### config.mk
export PLATFORM = sky130hd
export DESIGN_NAME = external_memory_bus_control
export DESIGN_NICKNAME = d
export VERILOG_FILES = /design/src/core/ext_bus_pkg.sv /design/src/core/machine_phase.sv /design/src/core/external_memory_bus_control.sv
export SDC_FILE = /design/constraint.sdc
export NUM_CORES = 1
export LEC_CHECK = 0
export BUFFER_PORTS_ARGS = -buffer_cell sky130_fd_sc_hd__buf_2
export CORE_ASPECT_RATIO = 0.9
export CORE_UTILIZATION = 50
export DETAILED_ROUTE_END_ITERATION = 12
export GPL_TIMING_DRIVEN = 1
export PLACE_DENSITY_LB_ADDON = 0.1
export SLEW_MARGIN = 25
export SYNTH_ARGS = -nofsm -noshare
export SYNTH_HDL_FRONTEND = slang
export SYNTH_SLANG_ARGS = --single-unit
export TNS_END_PERCENT = 1
### constraint.sdc
create_clock -name i_clk_sys -period 2.5 [get_ports i_clk_sys]
set_input_delay 0.125 -clock i_clk_sys [delete_from_list [all_inputs] [get_ports i_clk_sys]]
set_output_delay 0.125 -clock i_clk_sys [all_outputs]
set_load 0.01 [all_outputs]
### src/core/ext_bus_pkg.sv
package ext_bus_pkg;
  // Machine cycle is twelve oscillator periods, two latch slots
  localparam int unsigned CYCLE_LEN       = 12;
  localparam logic [3:0]  PH_LAST         = 4'hb;
  // Strobe positions inside one machine cycle
  localparam logic [3:0]  PH_LATCH_A      = 4'h0;
  localparam logic [3:0]  PH_FETCH_A      = 4'h1;
  localparam logic [3:0]  PH_LATCH_B      = 4'h6;
  localparam logic [3:0]  PH_FETCH_B      = 4'h7;
  // Data strobe phases within the access cycle
  localparam logic [3:0]  PH_DATA_START   = 4'h6;
  localparam logic [3:0]  PH_DATA_END     = 4'h8;
  // Internal code boundary and reset vector
  localparam logic [15:0] INT_CODE_TOP    = 16'h3fff;
  localparam logic [15:0] RESET_VECTOR    = 16'h0000;
  localparam logic [7:0]  PORT_IDLE       = 8'hff;
  // Bit of the auxiliary register that suppresses latch pulses
  localparam int unsigned LATCH_OFF_BIT   = 0;
endpackage

### src/core/machine_phase.sv
`timescale 1ns/1ns
module machine_phase
  import ext_bus_pkg::*;
(
  input  wire logic       i_clk_sys,
  input  wire logic       i_rst_n,
  output logic [3:0]      o_phase,
  output logic            o_cycle_end
);

  logic [3:0] phase_q;
  logic [3:0] phase_d;

  // Wraps after the last oscillator period of a machine cycle
  assign o_cycle_end = (phase_q == PH_LAST);
  assign phase_d     = o_cycle_end ? 4'h0 : phase_q + 4'h1;
  assign o_phase     = phase_q;

  // Phase counter
  always_ff @(posedge i_clk_sys or negedge i_rst_n)
  begin
    if (!i_rst_n)
      phase_q <= 4'h0;
    else
      phase_q <= phase_d;
  end

endmodule

### src/core/external_memory_bus_control.sv
// Functional notes
// - Two program strobes per external fetch cycle
// - Data access skips two program strobes
// - No program strobe on internal fetch
// - Latch pulse marks low address start
// - Latch pulses every six oscillator periods
// - Data access drops one latch pulse
// - Suppress bit blocks latch outside data moves
// - Suppressed latch only during data moves
// - Select low: all code external from zero
// - Write strobe per written data byte
// - Read strobe per read byte, memory drives
// - High address byte on second port
// - Low address and data on first port
// - Select high: external above internal boundary
// - Secured part latches select once after reset release
`timescale 1ns/1ns
module external_memory_bus_control
  import ext_bus_pkg::*;
(
  input  wire logic        i_clk_sys,
  input  wire logic        i_rst_n,
  input  wire logic        i_external_access_select,
  input  wire logic        i_secure_bit1,
  input  wire logic        i_latch_suppress,
  input  wire logic [15:0] i_pc,
  input  wire logic        i_fetch,
  input  wire logic        i_data_req,
  input  wire logic        i_data_write,
  input  wire logic [15:0] i_data_addr,
  input  wire logic [7:0]  i_data_wdata,
  input  wire logic [7:0]  i_low_address_data_pins_in,
  output logic             o_program_store_strobe_n,
  output logic             o_addr_latch,
  output logic             o_data_read_n,
  output logic             o_data_write_n,
  output logic [7:0]       o_high_address_byte_pins,
  output logic [7:0]       o_low_address_data_pins_out,
  output logic             o_low_address_data_pins_oe,
  output logic [7:0]       o_code_byte,
  output logic             o_code_valid,
  output logic [7:0]       o_data_rbyte,
  output logic             o_data_rvalid,
  output logic             o_data_busy,
  output logic             o_fetch_external
);

  logic [3:0]  phase;
  logic        cycle_end;
  logic        sel_meta_q;
  logic        sel_sync_q;
  logic        sel_held_q;
  logic        sel_caught_q;
  logic        data_cyc_q;
  logic        data_cyc_d;
  logic        data_wr_q;
  logic [15:0] data_addr_q;
  logic [7:0]  data_wdata_q;
  logic [7:0]  din_meta_q;
  logic [7:0]  din_sync_q;
  logic        pstrobe_q;
  logic        latch_q;
  logic        rd_q;
  logic        wr_q;
  logic [7:0]  high_q;
  logic [7:0]  low_q;
  logic        low_oe_q;
  logic [7:0]  code_q;
  logic        code_v_q;
  logic [7:0]  rbyte_q;
  logic        rvalid_q;
  logic [1:0]  code_take_q;
  logic        rd_take_q;

  machine_phase u_phase (
    .i_clk_sys   (i_clk_sys),
    .i_rst_n     (i_rst_n),
    .o_phase     (phase),
    .o_cycle_end (cycle_end)
  );

  // Pin input synchronisers
  always_ff @(posedge i_clk_sys or negedge i_rst_n)
  begin
    if (!i_rst_n)
    begin
      sel_meta_q <= 1'b1;
      sel_sync_q <= 1'b1;
      din_meta_q <= PORT_IDLE;
      din_sync_q <= PORT_IDLE;
    end
    else
    begin
      sel_meta_q <= i_external_access_select;
      sel_sync_q <= sel_meta_q;
      din_meta_q <= i_low_address_data_pins_in;
      din_sync_q <= din_meta_q;
    end
  end

  // Select level caught once after reset release
  always_ff @(posedge i_clk_sys or negedge i_rst_n)
  begin
    if (!i_rst_n)
    begin
      sel_held_q   <= 1'b1;
      sel_caught_q <= 1'b0;
    end
    else if (!sel_caught_q && cycle_end)
    begin
      sel_held_q   <= sel_sync_q;
      sel_caught_q <= 1'b1;
    end
  end

  // Fetch source decision
  wire sel_level   = i_secure_bit1 ? sel_held_q : sel_sync_q;
  wire above_top   = (i_pc > INT_CODE_TOP);
  wire fetch_ext   = !sel_level || above_top;
  wire ext_fetch   = i_fetch && fetch_ext && !data_cyc_q;
  wire data_start  = cycle_end && i_data_req && !data_cyc_q;

  // Data access occupies one whole machine cycle
  assign data_cyc_d = data_start ? 1'b1 : (cycle_end ? 1'b0 : data_cyc_q);

  // Strobe timing decode
  wire fetch_ph    = (phase == PH_FETCH_A) || (phase == PH_FETCH_B);
  wire latch_ph    = (phase == PH_LATCH_A) || (phase == PH_LATCH_B);
  wire data_ph     = (phase >= PH_DATA_START) && (phase < PH_DATA_END);
  wire addr_ph     = latch_ph && !(data_cyc_q && phase == PH_LATCH_B);
  wire latch_reg   = addr_ph;
  wire latch_mov   = data_cyc_q && (phase == PH_LATCH_A);
  wire latch_d     = i_latch_suppress ? latch_mov : latch_reg;
  wire pstrobe_d   = ext_fetch && fetch_ph;
  wire rd_d        = data_cyc_q && !data_wr_q && data_ph;
  wire wr_d        = data_cyc_q && data_wr_q && data_ph;
  wire [15:0] addr = data_cyc_q ? data_addr_q : (fetch_ext ? i_pc : RESET_VECTOR);
  wire low_drv     = (data_cyc_q && data_wr_q && data_ph) || addr_ph;
  wire code_fall   = pstrobe_q && !pstrobe_d;
  wire rd_fall     = rd_q && !rd_d;

  // Data access request capture
  always_ff @(posedge i_clk_sys or negedge i_rst_n)
  begin
    if (!i_rst_n)
    begin
      data_cyc_q   <= 1'b0;
      data_wr_q    <= 1'b0;
      data_addr_q  <= RESET_VECTOR;
      data_wdata_q <= 8'h00;
    end
    else
    begin
      data_cyc_q <= data_cyc_d;
      if (data_start)
      begin
        data_wr_q    <= i_data_write;
        data_addr_q  <= i_data_addr;
        data_wdata_q <= i_data_wdata;
      end
    end
  end

  // Registered strobes and port drive
  always_ff @(posedge i_clk_sys or negedge i_rst_n)
  begin
    if (!i_rst_n)
    begin
      pstrobe_q <= 1'b0;
      latch_q   <= 1'b0;
      rd_q      <= 1'b0;
      wr_q      <= 1'b0;
      high_q    <= PORT_IDLE;
      low_q     <= PORT_IDLE;
      low_oe_q  <= 1'b0;
    end
    else
    begin
      pstrobe_q <= pstrobe_d;
      latch_q   <= latch_d;
      rd_q      <= rd_d;
      wr_q      <= wr_d;
      high_q    <= addr[15:8];
      low_q     <= addr_ph ? addr[7:0] : data_wdata_q;
      low_oe_q  <= low_drv;
    end
  end

  // Capture of bytes from the multiplexed port
  // Pin sync lags two clocks; the code take is delayed two clocks to match, the read take one
  always_ff @(posedge i_clk_sys or negedge i_rst_n)
  begin
    if (!i_rst_n)
    begin
      code_take_q <= 2'h0;
      rd_take_q   <= 1'b0;
      code_q      <= 8'h00;
      code_v_q    <= 1'b0;
      rbyte_q     <= 8'h00;
      rvalid_q    <= 1'b0;
    end
    else
    begin
      code_take_q <= {code_take_q[0], code_fall};
      rd_take_q   <= rd_fall;
      code_v_q    <= code_take_q[1];
      rvalid_q    <= rd_take_q;
      if (code_take_q[1])
        code_q <= din_sync_q;
      if (rd_take_q)
        rbyte_q <= din_sync_q;
    end
  end

  // Strobes leave the pins active low, the address latch pulse active high
  assign o_program_store_strobe_n    = !pstrobe_q;
  assign o_data_read_n               = !rd_q;
  assign o_data_write_n              = !wr_q;
  assign o_addr_latch                = latch_q;
  assign o_high_address_byte_pins    = high_q;
  assign o_low_address_data_pins_out = low_q;
  assign o_low_address_data_pins_oe  = low_oe_q;
  assign o_code_byte                 = code_q;
  assign o_code_valid                = code_v_q;
  assign o_data_rbyte                = rbyte_q;
  assign o_data_rvalid               = rvalid_q;
  assign o_data_busy                 = data_cyc_q;
  assign o_fetch_external            = fetch_ext;

endmodule

==> implementation parameters, run 1 <==
Parameter                              Value

Power
  Total design power    ~3.2 mW
  Leakage    2.145 nW
  Total power per unit cell area    about 700 mW/mm²
  Maximum ir drop on the vdd rail    0.4969 mV

Clock tree
  Number of clock buffers inserted by TritonCTS    9
  Count of instances resized after the clock tree is built    0
  Clock-pin transition on the worst setup and hold timing paths    ~0.090 ns
  TritonCTS clock tree    built
  Clock sink count    92
  Buffer type at the clock tree root    sky130_fd_sc_hd__clkbuf_8
  Maximum clock path buffer count    2
  Level count of the clock H-tree    3
  Clock latency on the worst-skew pair    around 0.35 ns

Timing
  Number of max-slew violations in the final report    0
  Transition time at the pin with the least slew margin    about 0.77 ns
  Max_slew headroom    a little under half
  Unrepaired setup endpoints after global routing    false
  Final worst clock skew    between 0.01 and 0.015 ns
  Number of hold violations in the final report    0
  Max Clock Freq    approximately 0.51 GHz
  Number of setup violations in the final report    0
  Final period utilization    77.85%
  Final period demand of the worst path    between 1.5 and 2 ns
  Sum of negative setup slack    0 ns

Synth
  Synthesized instance count    240
  Post-synthesis net count    300
  Unique masters post-synth    29
  Ys Warns    0
  Cell area after synthesis    0.003472 mm²
  Flop and latch count out of synthesis    just over 90
  Sequential element share of the synthesized area    67.57%
  Average cell area after synthesis    about 14 µm²
  Synth area leaders    sky130_fd_sc_hd__dfrtp_1 (41%), sky130_fd_sc_hd__dfstp_2 (26%), sky130_fd_sc_hd__mux2_2 (14%), sky130_fd_sc_hd__nand2_1 (2.3%), sky130_fd_sc_hd__o311ai_0 (2.0%)
  Share of the synthesized area in the top cell type    between 40% and 50%
  Most area-hungry cell type in the Yosys netlist    sky130_fd_sc_hd__dfrtp_1

Die
  Core footprint    roughly 0.0067 mm²
  Die area    roughly 0.0073 mm²
  I/O pin total    just under 100
  Die Span X    89.84 µm
  Height of the die    81.06 µm
  Site Rows    28
  Initial core utilization    between 50% and 60%

GRT
  Wire length of the first global-routing pass    approximately 11 mm
  Global router's overall resource usage    approximately 20%
  Maximum number of pins on one net before global-route repair    50
  Overflow left after global routing    0
  Number of global-route vias before repair    between 2000 and 2500
  Number of antenna violations at the first check in global routing    0

Hold path
  Path type of the worst min-delay path    in2reg
  Hold Path Origin    i_data_wdata[7]

Layout
  Final cell count without fillers    approximately 470
  Number of nets in the final layout    about 430
  Antenna cells    0
  Final Cell Area    0.004631 mm²
  Most frequent cells in the layout    sky130_fd_sc_hd__buf_2 (95), sky130_fd_sc_hd__dfrtp_1 (57), sky130_fd_sc_hd__mux2_2 (43), sky130_fd_sc_hd__dfstp_2 (35), sky130_fd_sc_hd__dlygate4sd3_1 (34)
  Fillcell total    480
  Growth of design area from synthesis to finish    33.37%
  Area occupied by registers    about 0.0023 mm²
  Area used by multi-input combinational logic    0.001025 mm²
  Fraction of layout cells with a size suffix above 1    52.51%
  Most common cell after layout, fill and taps aside    sky130_fd_sc_hd__buf_2
  Post-Route Utilization    between 60 and 70%

Detailed routing
  Vias    2306
  Drt pass-1 iters    4
  DRT antenna net count    0
  Drt total wl    just under 7 mm
  DRC violations left    0
  DR WL/cell    14.72 µm
  Via density per instance    slightly below 5
  Initial detailed-routing violation count    90

Placed design
  HPWL after detailed placement    around 4.5 mm
  Buffers added on ports    96
  Weighted congestion at the end of routability-driven global placement    between 0.7 and 0.8
  Placed Instances    about 420
  Area after detailed placement    between 0.004 and 0.005 mm²

Critical path
  Beginning of the worst register-to-register path    u_phase.o_phase[0]$_DFF_PN0_
  Arrival time at the worst endpoint    2.20 ns
  Type of element capturing the critical path    flip-flop
  Critical-path maximum fanout    10
  Required @ worst endpoint    around 2.8 ns
  Kind of launch point of the worst setup path    flip-flop
  Worst setup path startpoint    u_phase.o_phase[0]$_DFF_PN0_
  Type of the worst setup path    reg2reg

Run
  Max-cap violation count    0

Status
  Outcome    complete, no violations
==> report_power, final <==
group	internal, mW	total (mW)	switching, mW
Clock	0.561	1.07	0.511
Sequential	1.66	1.73	0.0638
Combinational	0.219	0.405	0.186
Total	2.44	3.21	0.761
==> layer usage <==
metal | global-route usage (%) | share of wire [%] | vias up
met4 | 5.738 | 1.6 | 0
li1 | - | - | 1104
met2 | 33.62 | 48 | 67
met3 | 6.554 | 5.1 | 9
met1 | 25.81 | 45 | 1126
met5 | 0 | 0 | -
==> synthesized netlist by cell type <==
cell type and n:
sky130_fd_sc_hd__dfrtp_1 57, sky130_fd_sc_hd__mux2_2 43, sky130_fd_sc_hd__dfstp_2 35, sky130_fd_sc_hd__nand2_1 21, sky130_fd_sc_hd__nor3_1 10, sky130_fd_sc_hd__a31oi_1 8, sky130_fd_sc_hd__o21ai_0 8, sky130_fd_sc_hd__o311ai_0 8
sky130_fd_sc_hd__inv_1 7, sky130_fd_sc_hd__clkbuf_1 5, sky130_fd_sc_hd__nor2_1 5, sky130_fd_sc_hd__ha_1 4, sky130_fd_sc_hd__buf_2 3, sky130_fd_sc_hd__buf_6 3, sky130_fd_sc_hd__nand2b_1 3, sky130_fd_sc_hd__nand3_1 3
sky130_fd_sc_hd__a21o_1 2, sky130_fd_sc_hd__and2_1 2, sky130_fd_sc_hd__buf_1 2, sky130_fd_sc_hd__mux2_1 2, sky130_fd_sc_hd__a21boi_0 1, sky130_fd_sc_hd__mux2i_1 1, sky130_fd_sc_hd__nand3b_4 1, sky130_fd_sc_hd__nor3b_2 1
sky130_fd_sc_hd__nor3b_4 1, sky130_fd_sc_hd__nor4_1 1, sky130_fd_sc_hd__nor4bb_1 1, sky130_fd_sc_hd__o21a_1 1, sky130_fd_sc_hd__or2_1 1
==> flip-flops by register name, summed over array words and instances, names as in the netlist, 2 cells and up <==
signal / cells
data_addr_q: 16
data_wdata_q: 8
din_meta_q: 8
din_sync_q: 8
o_code_byte: 8
o_data_rbyte: 8
o_high_address_byte_pins: 8
o_low_address_data_pins_out: 8
u_phase.o_phase: 4
code_take_q: 2
==> critical path, stage by stage (launching register included) <==
cell and delay (ns):
sky130_fd_sc_hd__dfrtp_1 0.42, sky130_fd_sc_hd__inv_1 0.11, sky130_fd_sc_hd__ha_1 0.15, sky130_fd_sc_hd__nor3b_2 0.53
sky130_fd_sc_hd__or2_1 0.42, sky130_fd_sc_hd__a21boi_0 0.23
==> final cells by class <==
| class | instances | area share (%) |
|---|---|---|
| clock inverter | 5 | 1.405 |
| clock buffer | 11 | 3.513 |
| timing repair buffer | 136 | 19.29 |
| multi-input combinational | 128 | 22.13 |
| tap | 90 | 2.432 |
| inverter | 7 | 0.5674 |
| sequential | 92 | 50.66 |
==> through the flow <==
stage	setup WS [ns]	hold WS (ns)
finish	0.5538	0.02145
global route	0.3265	0.005601
CTS	0.5485	0.001963
detailed placement	0.5900	0.1822
global placement	0.7253	0.1800
floorplan	0.7519	-0.1706
==> path summary, 6_finish.rpt <==
kind	slack (ns)	cells past startpoint	endpoint
worst max-delay path	0.55	5	o_addr_latch$_DFF_PN0_
worst max register to register	0.55	5	o_addr_latch$_DFF_PN0_
worst min register to register	0.35	0	din_sync_q[0]$_DFF_PN1_
min in group asynchronous	0.33	2	o_data_rbyte[0]$_DFFE_PN0P_
worst min-delay path	0.02	2	data_wdata_q[7]$_DFFE_PN0P_
max in group asynchronous	1.45	3	din_sync_q[6]$_DFF_PN1_
==> repair_timing <==
| action | in CTS | in global routing |
|---|---|---|
| buffers inserted | 0 | 0 |
| hold buffers | 32 | 2 |
| endpoints found under the hold margin | 65 | 2 |
==> kinds of logic after synthesis <==
family / after synthesis / synth area share [%]
AND/OR/NAND/NOR: 50 / 7.712
multiplexers: 46 / 14.88
adder cells (fa/ha/maj): 4 / 1.441
flip-flops: 92 / 67.57
buffers and inverters: 20 / 2.919
AO/OA/AOI/OAI: 28 / 5.478
Note: power is estimated with default switching activity, not from simulation.
==> run 2, diff against run 1 <==
--- a/config.mk
+++ b/config.mk
@@ -5,9 +5,10 @@
 export SDC_FILE = /design/constraint.sdc
 export NUM_CORES = 1
 export LEC_CHECK = 0
+export ABC_AREA = 1
 export BUFFER_PORTS_ARGS = -buffer_cell sky130_fd_sc_hd__buf_2
 export CORE_ASPECT_RATIO = 0.9
-export CORE_UTILIZATION = 50
+export CORE_UTILIZATION = 46
 export DETAILED_ROUTE_END_ITERATION = 12
 export GPL_TIMING_DRIVEN = 1
 export PLACE_DENSITY_LB_ADDON = 0.1
==> constraint.sdc (replaced) <==
create_clock -name i_clk_sys -period 1.73 [get_ports i_clk_sys]
set_input_delay 0.0865 -clock i_clk_sys [delete_from_list [all_inputs] [get_ports i_clk_sys]]
set_output_delay 0.0865 -clock i_clk_sys [all_outputs]
set_load 0.01 [all_outputs]
==> run 2 against run 1 <==
Against the previous run: total power up 37%; critical endpoint is now o_fetch_external; critical path type is now reg2out; synthesized cell count up 37%; wire length up 3.2%; clock power up 34%; sequential share of layout area down 1.0 points; area after synthesis up 0.47%; core utilization down 3.8 points; via count up 13%.
==> implementation parameters, run 2 <==
Parameter                              Value

GRT
  Global router's overall resource usage    20.02% (-0.20 points)
  Wire length of the first global-routing pass    12.04 mm (+8.4%)
  Overflow left after global routing    0 (unchanged)
  Number of global-route vias before repair    2622 (+14%)
  Maximum number of pins on one net before global-route repair    46 (-8.0%)
  Number of antenna violations at the first check in global routing    0 (unchanged)

Clock tree
  Level count of the clock H-tree    3 (unchanged)
  Count of instances resized after the clock tree is built    0 (unchanged)
  Total setup buffers inserted after CTS    0 (unchanged)
  Maximum clock path buffer count    2 (unchanged)
  Clock sink count    92 (unchanged)
  Number of clock buffers inserted by TritonCTS    9 (unchanged)
  Hold bufs inserted after CTS    44 (+38%)
  TritonCTS clock tree    built
  Buffer type at the clock tree root    sky130_fd_sc_hd__clkbuf_8
  Clock-pin transition on the worst setup and hold timing paths    0.09 ns (about the same)
  Clock latency on the worst-skew pair    0.35 ns (about the same)

Power
  Proportion of total power due to net switching    24.54% (+0.79 points)
  Maximum ir drop on the vdd rail    0.4848 mV (-2.4%)
  Clock power frac    32.6% (-0.8 points)
  NetSw    1.077 mW (+42%)
  Total power per unit cell area    928.9 mW/mm² (+34%)
  Internal    3.313 mW (+36%)
  Sequential share of power    55.3% (+1.4 points)
  Logic gate share of total power    12.1% (-0.5 points)
  Leakage    2.415 nW (+13%)

Synth
  Sequential element share of the synthesized area    67.25% (-0.32 points)
  Top cells by instance count after synthesis    sky130_fd_sc_hd__nand2_1 (114), sky130_fd_sc_hd__dfrtp_1 (57), sky130_fd_sc_hd__dfstp_2 (35)
  Most used standard cell by instance count after synthesis    sky130_fd_sc_hd__nand2_1
  Number of synthesized flops with an enable pin    0 (unchanged)
  Average cell area after synthesis    10.64 µm² (-26%)
  Cell area after synthesis    0.003488 mm² (+0.47%)
  Synth area leaders    sky130_fd_sc_hd__dfrtp_1 (41%), sky130_fd_sc_hd__dfstp_2 (26%), sky130_fd_sc_hd__nand2_1 (12%), sky130_fd_sc_hd__mux2_2 (5.2%), sky130_fd_sc_hd__o21ai_0 (3.3%)
  Post-synthesis net count    388 (+29%)
  Unique masters post-synth    21 (-28%)
  Flip-flop cell with the highest count after synthesis    sky130_fd_sc_hd__dfrtp_1
  Ys Warns    0 (unchanged)
  Flop and latch count out of synthesis    92 (unchanged)
  Most area-hungry cell type in the Yosys netlist    sky130_fd_sc_hd__dfrtp_1
  Synthesized instance count    328 (+37%)
  Proportion of register bits with asynchronous set or reset after synthesis    100.0% (unchanged)
  Share of the synthesized area in the top cell type    40.89% (-0.19 points)

Layout
  Number of nets in the final layout    535 (+23%)
  Most frequent cells in the layout    sky130_fd_sc_hd__nand2_1 (114), sky130_fd_sc_hd__buf_2 (95), sky130_fd_sc_hd__dfrtp_1 (57), sky130_fd_sc_hd__dlygate4sd3_1 (44), sky130_fd_sc_hd__dfstp_2 (35)
  Antenna cells    0 (unchanged)
  Largest register by flop count    data_addr_q
  Fraction of layout cells with a size suffix above 1    37.29% (-15 points)
  Growth of design area from synthesis to finish    35.47%
  Most common cell after layout, fill and taps aside    sky130_fd_sc_hd__nand2_1
  Post-Route Utilization    65.78% (-3.8 points)
  Final Cell Area    0.004726 mm² (+2.1%)
  Fillcell total    595 (+24%)
  Max FFs per register    16 (unchanged)

Critical path
  Worst stage delay on the critical path    0.53 ns (about the same)
  Type of element capturing the critical path    output pin
  Critical Path Slowest Stage Cell    sky130_fd_sc_hd__dfstp_2
  Kind of launch point of the worst setup path    flip-flop
  Arrival time at the worst endpoint    1.39 ns (-0.81 ns)
  Flop2flop setup slack    0.27 ns (-0.28 ns)
  Worst path cell trace    inv_1 > nand2_1 > nand3_1 > buf_4 > buf_2
  Type of the worst setup path    reg2out
  Required @ worst endpoint    1.64 ns (-1.12 ns)
  Critical-path maximum fanout    17 (+7)

Die
  Die Span X    93.80 µm (+4.4%)
  Height of the die    84.62 µm (+4.4%)
  Core footprint    0.007184 mm² (+7.9%)
  Site Rows    29 (+3.6%)
  Initial core utilization    48.55% (-3.6 points)
  I/O pin total    97 (unchanged)
  Die area    0.007936 mm² (+9.0%)

Timing
  Final period demand of the worst path    about 1.5 ns
  Unrepaired setup endpoints after global routing    false
  Number of setup violations in the final report    0 (unchanged)
  Sum of negative setup slack    0 ns (unchanged)
  Max_slew headroom    71.71% (+24 points)
  Final worst clock skew    0.007218 ns (-0.007366 ns)
  Final period utilization    about 85%
  Transition time at the pin with the least slew margin    0.4243 ns (-0.3449 ns)
  Max Clock Freq    a little under 0.7 GHz
  Number of hold violations in the final report    0 (unchanged)
  Number of max-slew violations in the final report    0 (unchanged)

Placed design
  HPWL after detailed placement    4.816 mm (+7.9%)
  Area after detailed placement    0.004086 mm² (+0.59%)
  Buffers added on ports    96 (unchanged)
  Weighted congestion at the end of routability-driven global placement    0.7637 (+1.4%)

Detailed routing
  DR WL/cell    12.43 µm (-16%)
  Vias    2600 (+13%)
  Drt pass-1 iters    4 (unchanged)
  Initial detailed-routing violation count    123 (+37%)
  DRT antenna net count    0 (unchanged)
  Via density per instance    4.538 (-7.7%)
  Drt total wl    7.125 mm (+3.2%)
  DRC violations left    0 (unchanged)

Run
  Max-cap violation count    0 (unchanged)

Hold path
  Path type of the worst min-delay path    in2reg

Status
  Outcome    complete, no violations
==> run 2: per-layer routing <==
metal  global-route usage [%]  share of wire, %  vias up
met5                        0                 0        -
met3                    5.525               4.6        9
met1                    25.41                45     1218
li1                         -                 -     1304
met4                    6.154               1.7        0
met2                    33.38                49       69
==> run 2: stage by stage <==
step | hold WS, ns | instances | setup slack, ns | power [mW]
finish | 0.09620 | 573 | 0.2520 | 4.390
global route | 0.1119 | 573 | 0.1094 | 4.621
CTS | 0.08169 | 573 | 0.2283 | 4.448
detailed placement | 0.05145 | 513 | 0.2877 | 2.929
global placement | 0.05127 | 513 | 0.3156 | 2.911
floorplan | -0.2091 | 328 | 0.3802 | 2.678
==> run 2: path summary, 6_finish.rpt <==
path	end	cells after the start	startpoint
worst min-delay path	o_low_address_data_pins_out[4]$_DFF_PN1_	7	i_pc[4]
worst min register to register	din_sync_q[1]$_DFF_PN1_	0	din_meta_q[1]$_DFF_PN1_
worst max register to register	o_data_busy$_DFFE_PN0P_	7	u_phase.o_phase[1]$_DFF_PN0_
worst max-delay path	o_fetch_external	5	sel_held_q$_DFFE_PN1P_
max in group asynchronous	o_high_address_byte_pins[0]$_DFF_PN1_	3	i_rst_n
min in group asynchronous	o_code_valid$_DFF_PN0_	2	i_rst_n
==> run 2: critical path, delay by kind of cell (launching register included) <==
kind                   cells  cell delay [ns]
buffers and inverters      3             0.40
flip-flops                 1             0.53
AND/OR/NAND/NOR            2             0.11
==> run 2: cell families (layout without fill, tap and decap cells) <==
| kind of cell | count (synthesis) | after routing | synth area share [%] |
|---|---|---|---|
| DFF | 92 | 92 | 67.25 |
| buffers and inverters | 44 | 196 | 5.452 |
| AOI/OAI and AO/OA | 26 | 26 | 3.802 |
| adders and majority gates | 4 | 4 | 1.435 |
| and+or+nand+nor | 146 | 146 | 16.89 |
| muxes | 16 | 16 | 5.165 |
==> run 2: power by group through the flow <==
stage	clock network [mW]	registers, mW	logic [mW]
CTS	1.48	2.43	0.539
finish	1.43	2.43	0.531
floorplan	0	2.51	0.168
detailed placement	0	2.47	0.461
global placement	0	2.46	0.450
global route	1.58	2.45	0.597
==> run 2: final cells by class <==
class | instances | area, µm² | share of cell area [%]
clock inverters | 6 | 71.32 | 1.509
multi-input cells | 192 | 952.2 | 20.15
repair buffers | 147 | 988.4 | 20.92
clock buffers | 10 | 127.6 | 2.701
well taps | 93 | 116.4 | 2.462
inverters | 33 | 123.9 | 2.621
flip-flops and latches | 92 | 2346 | 49.64
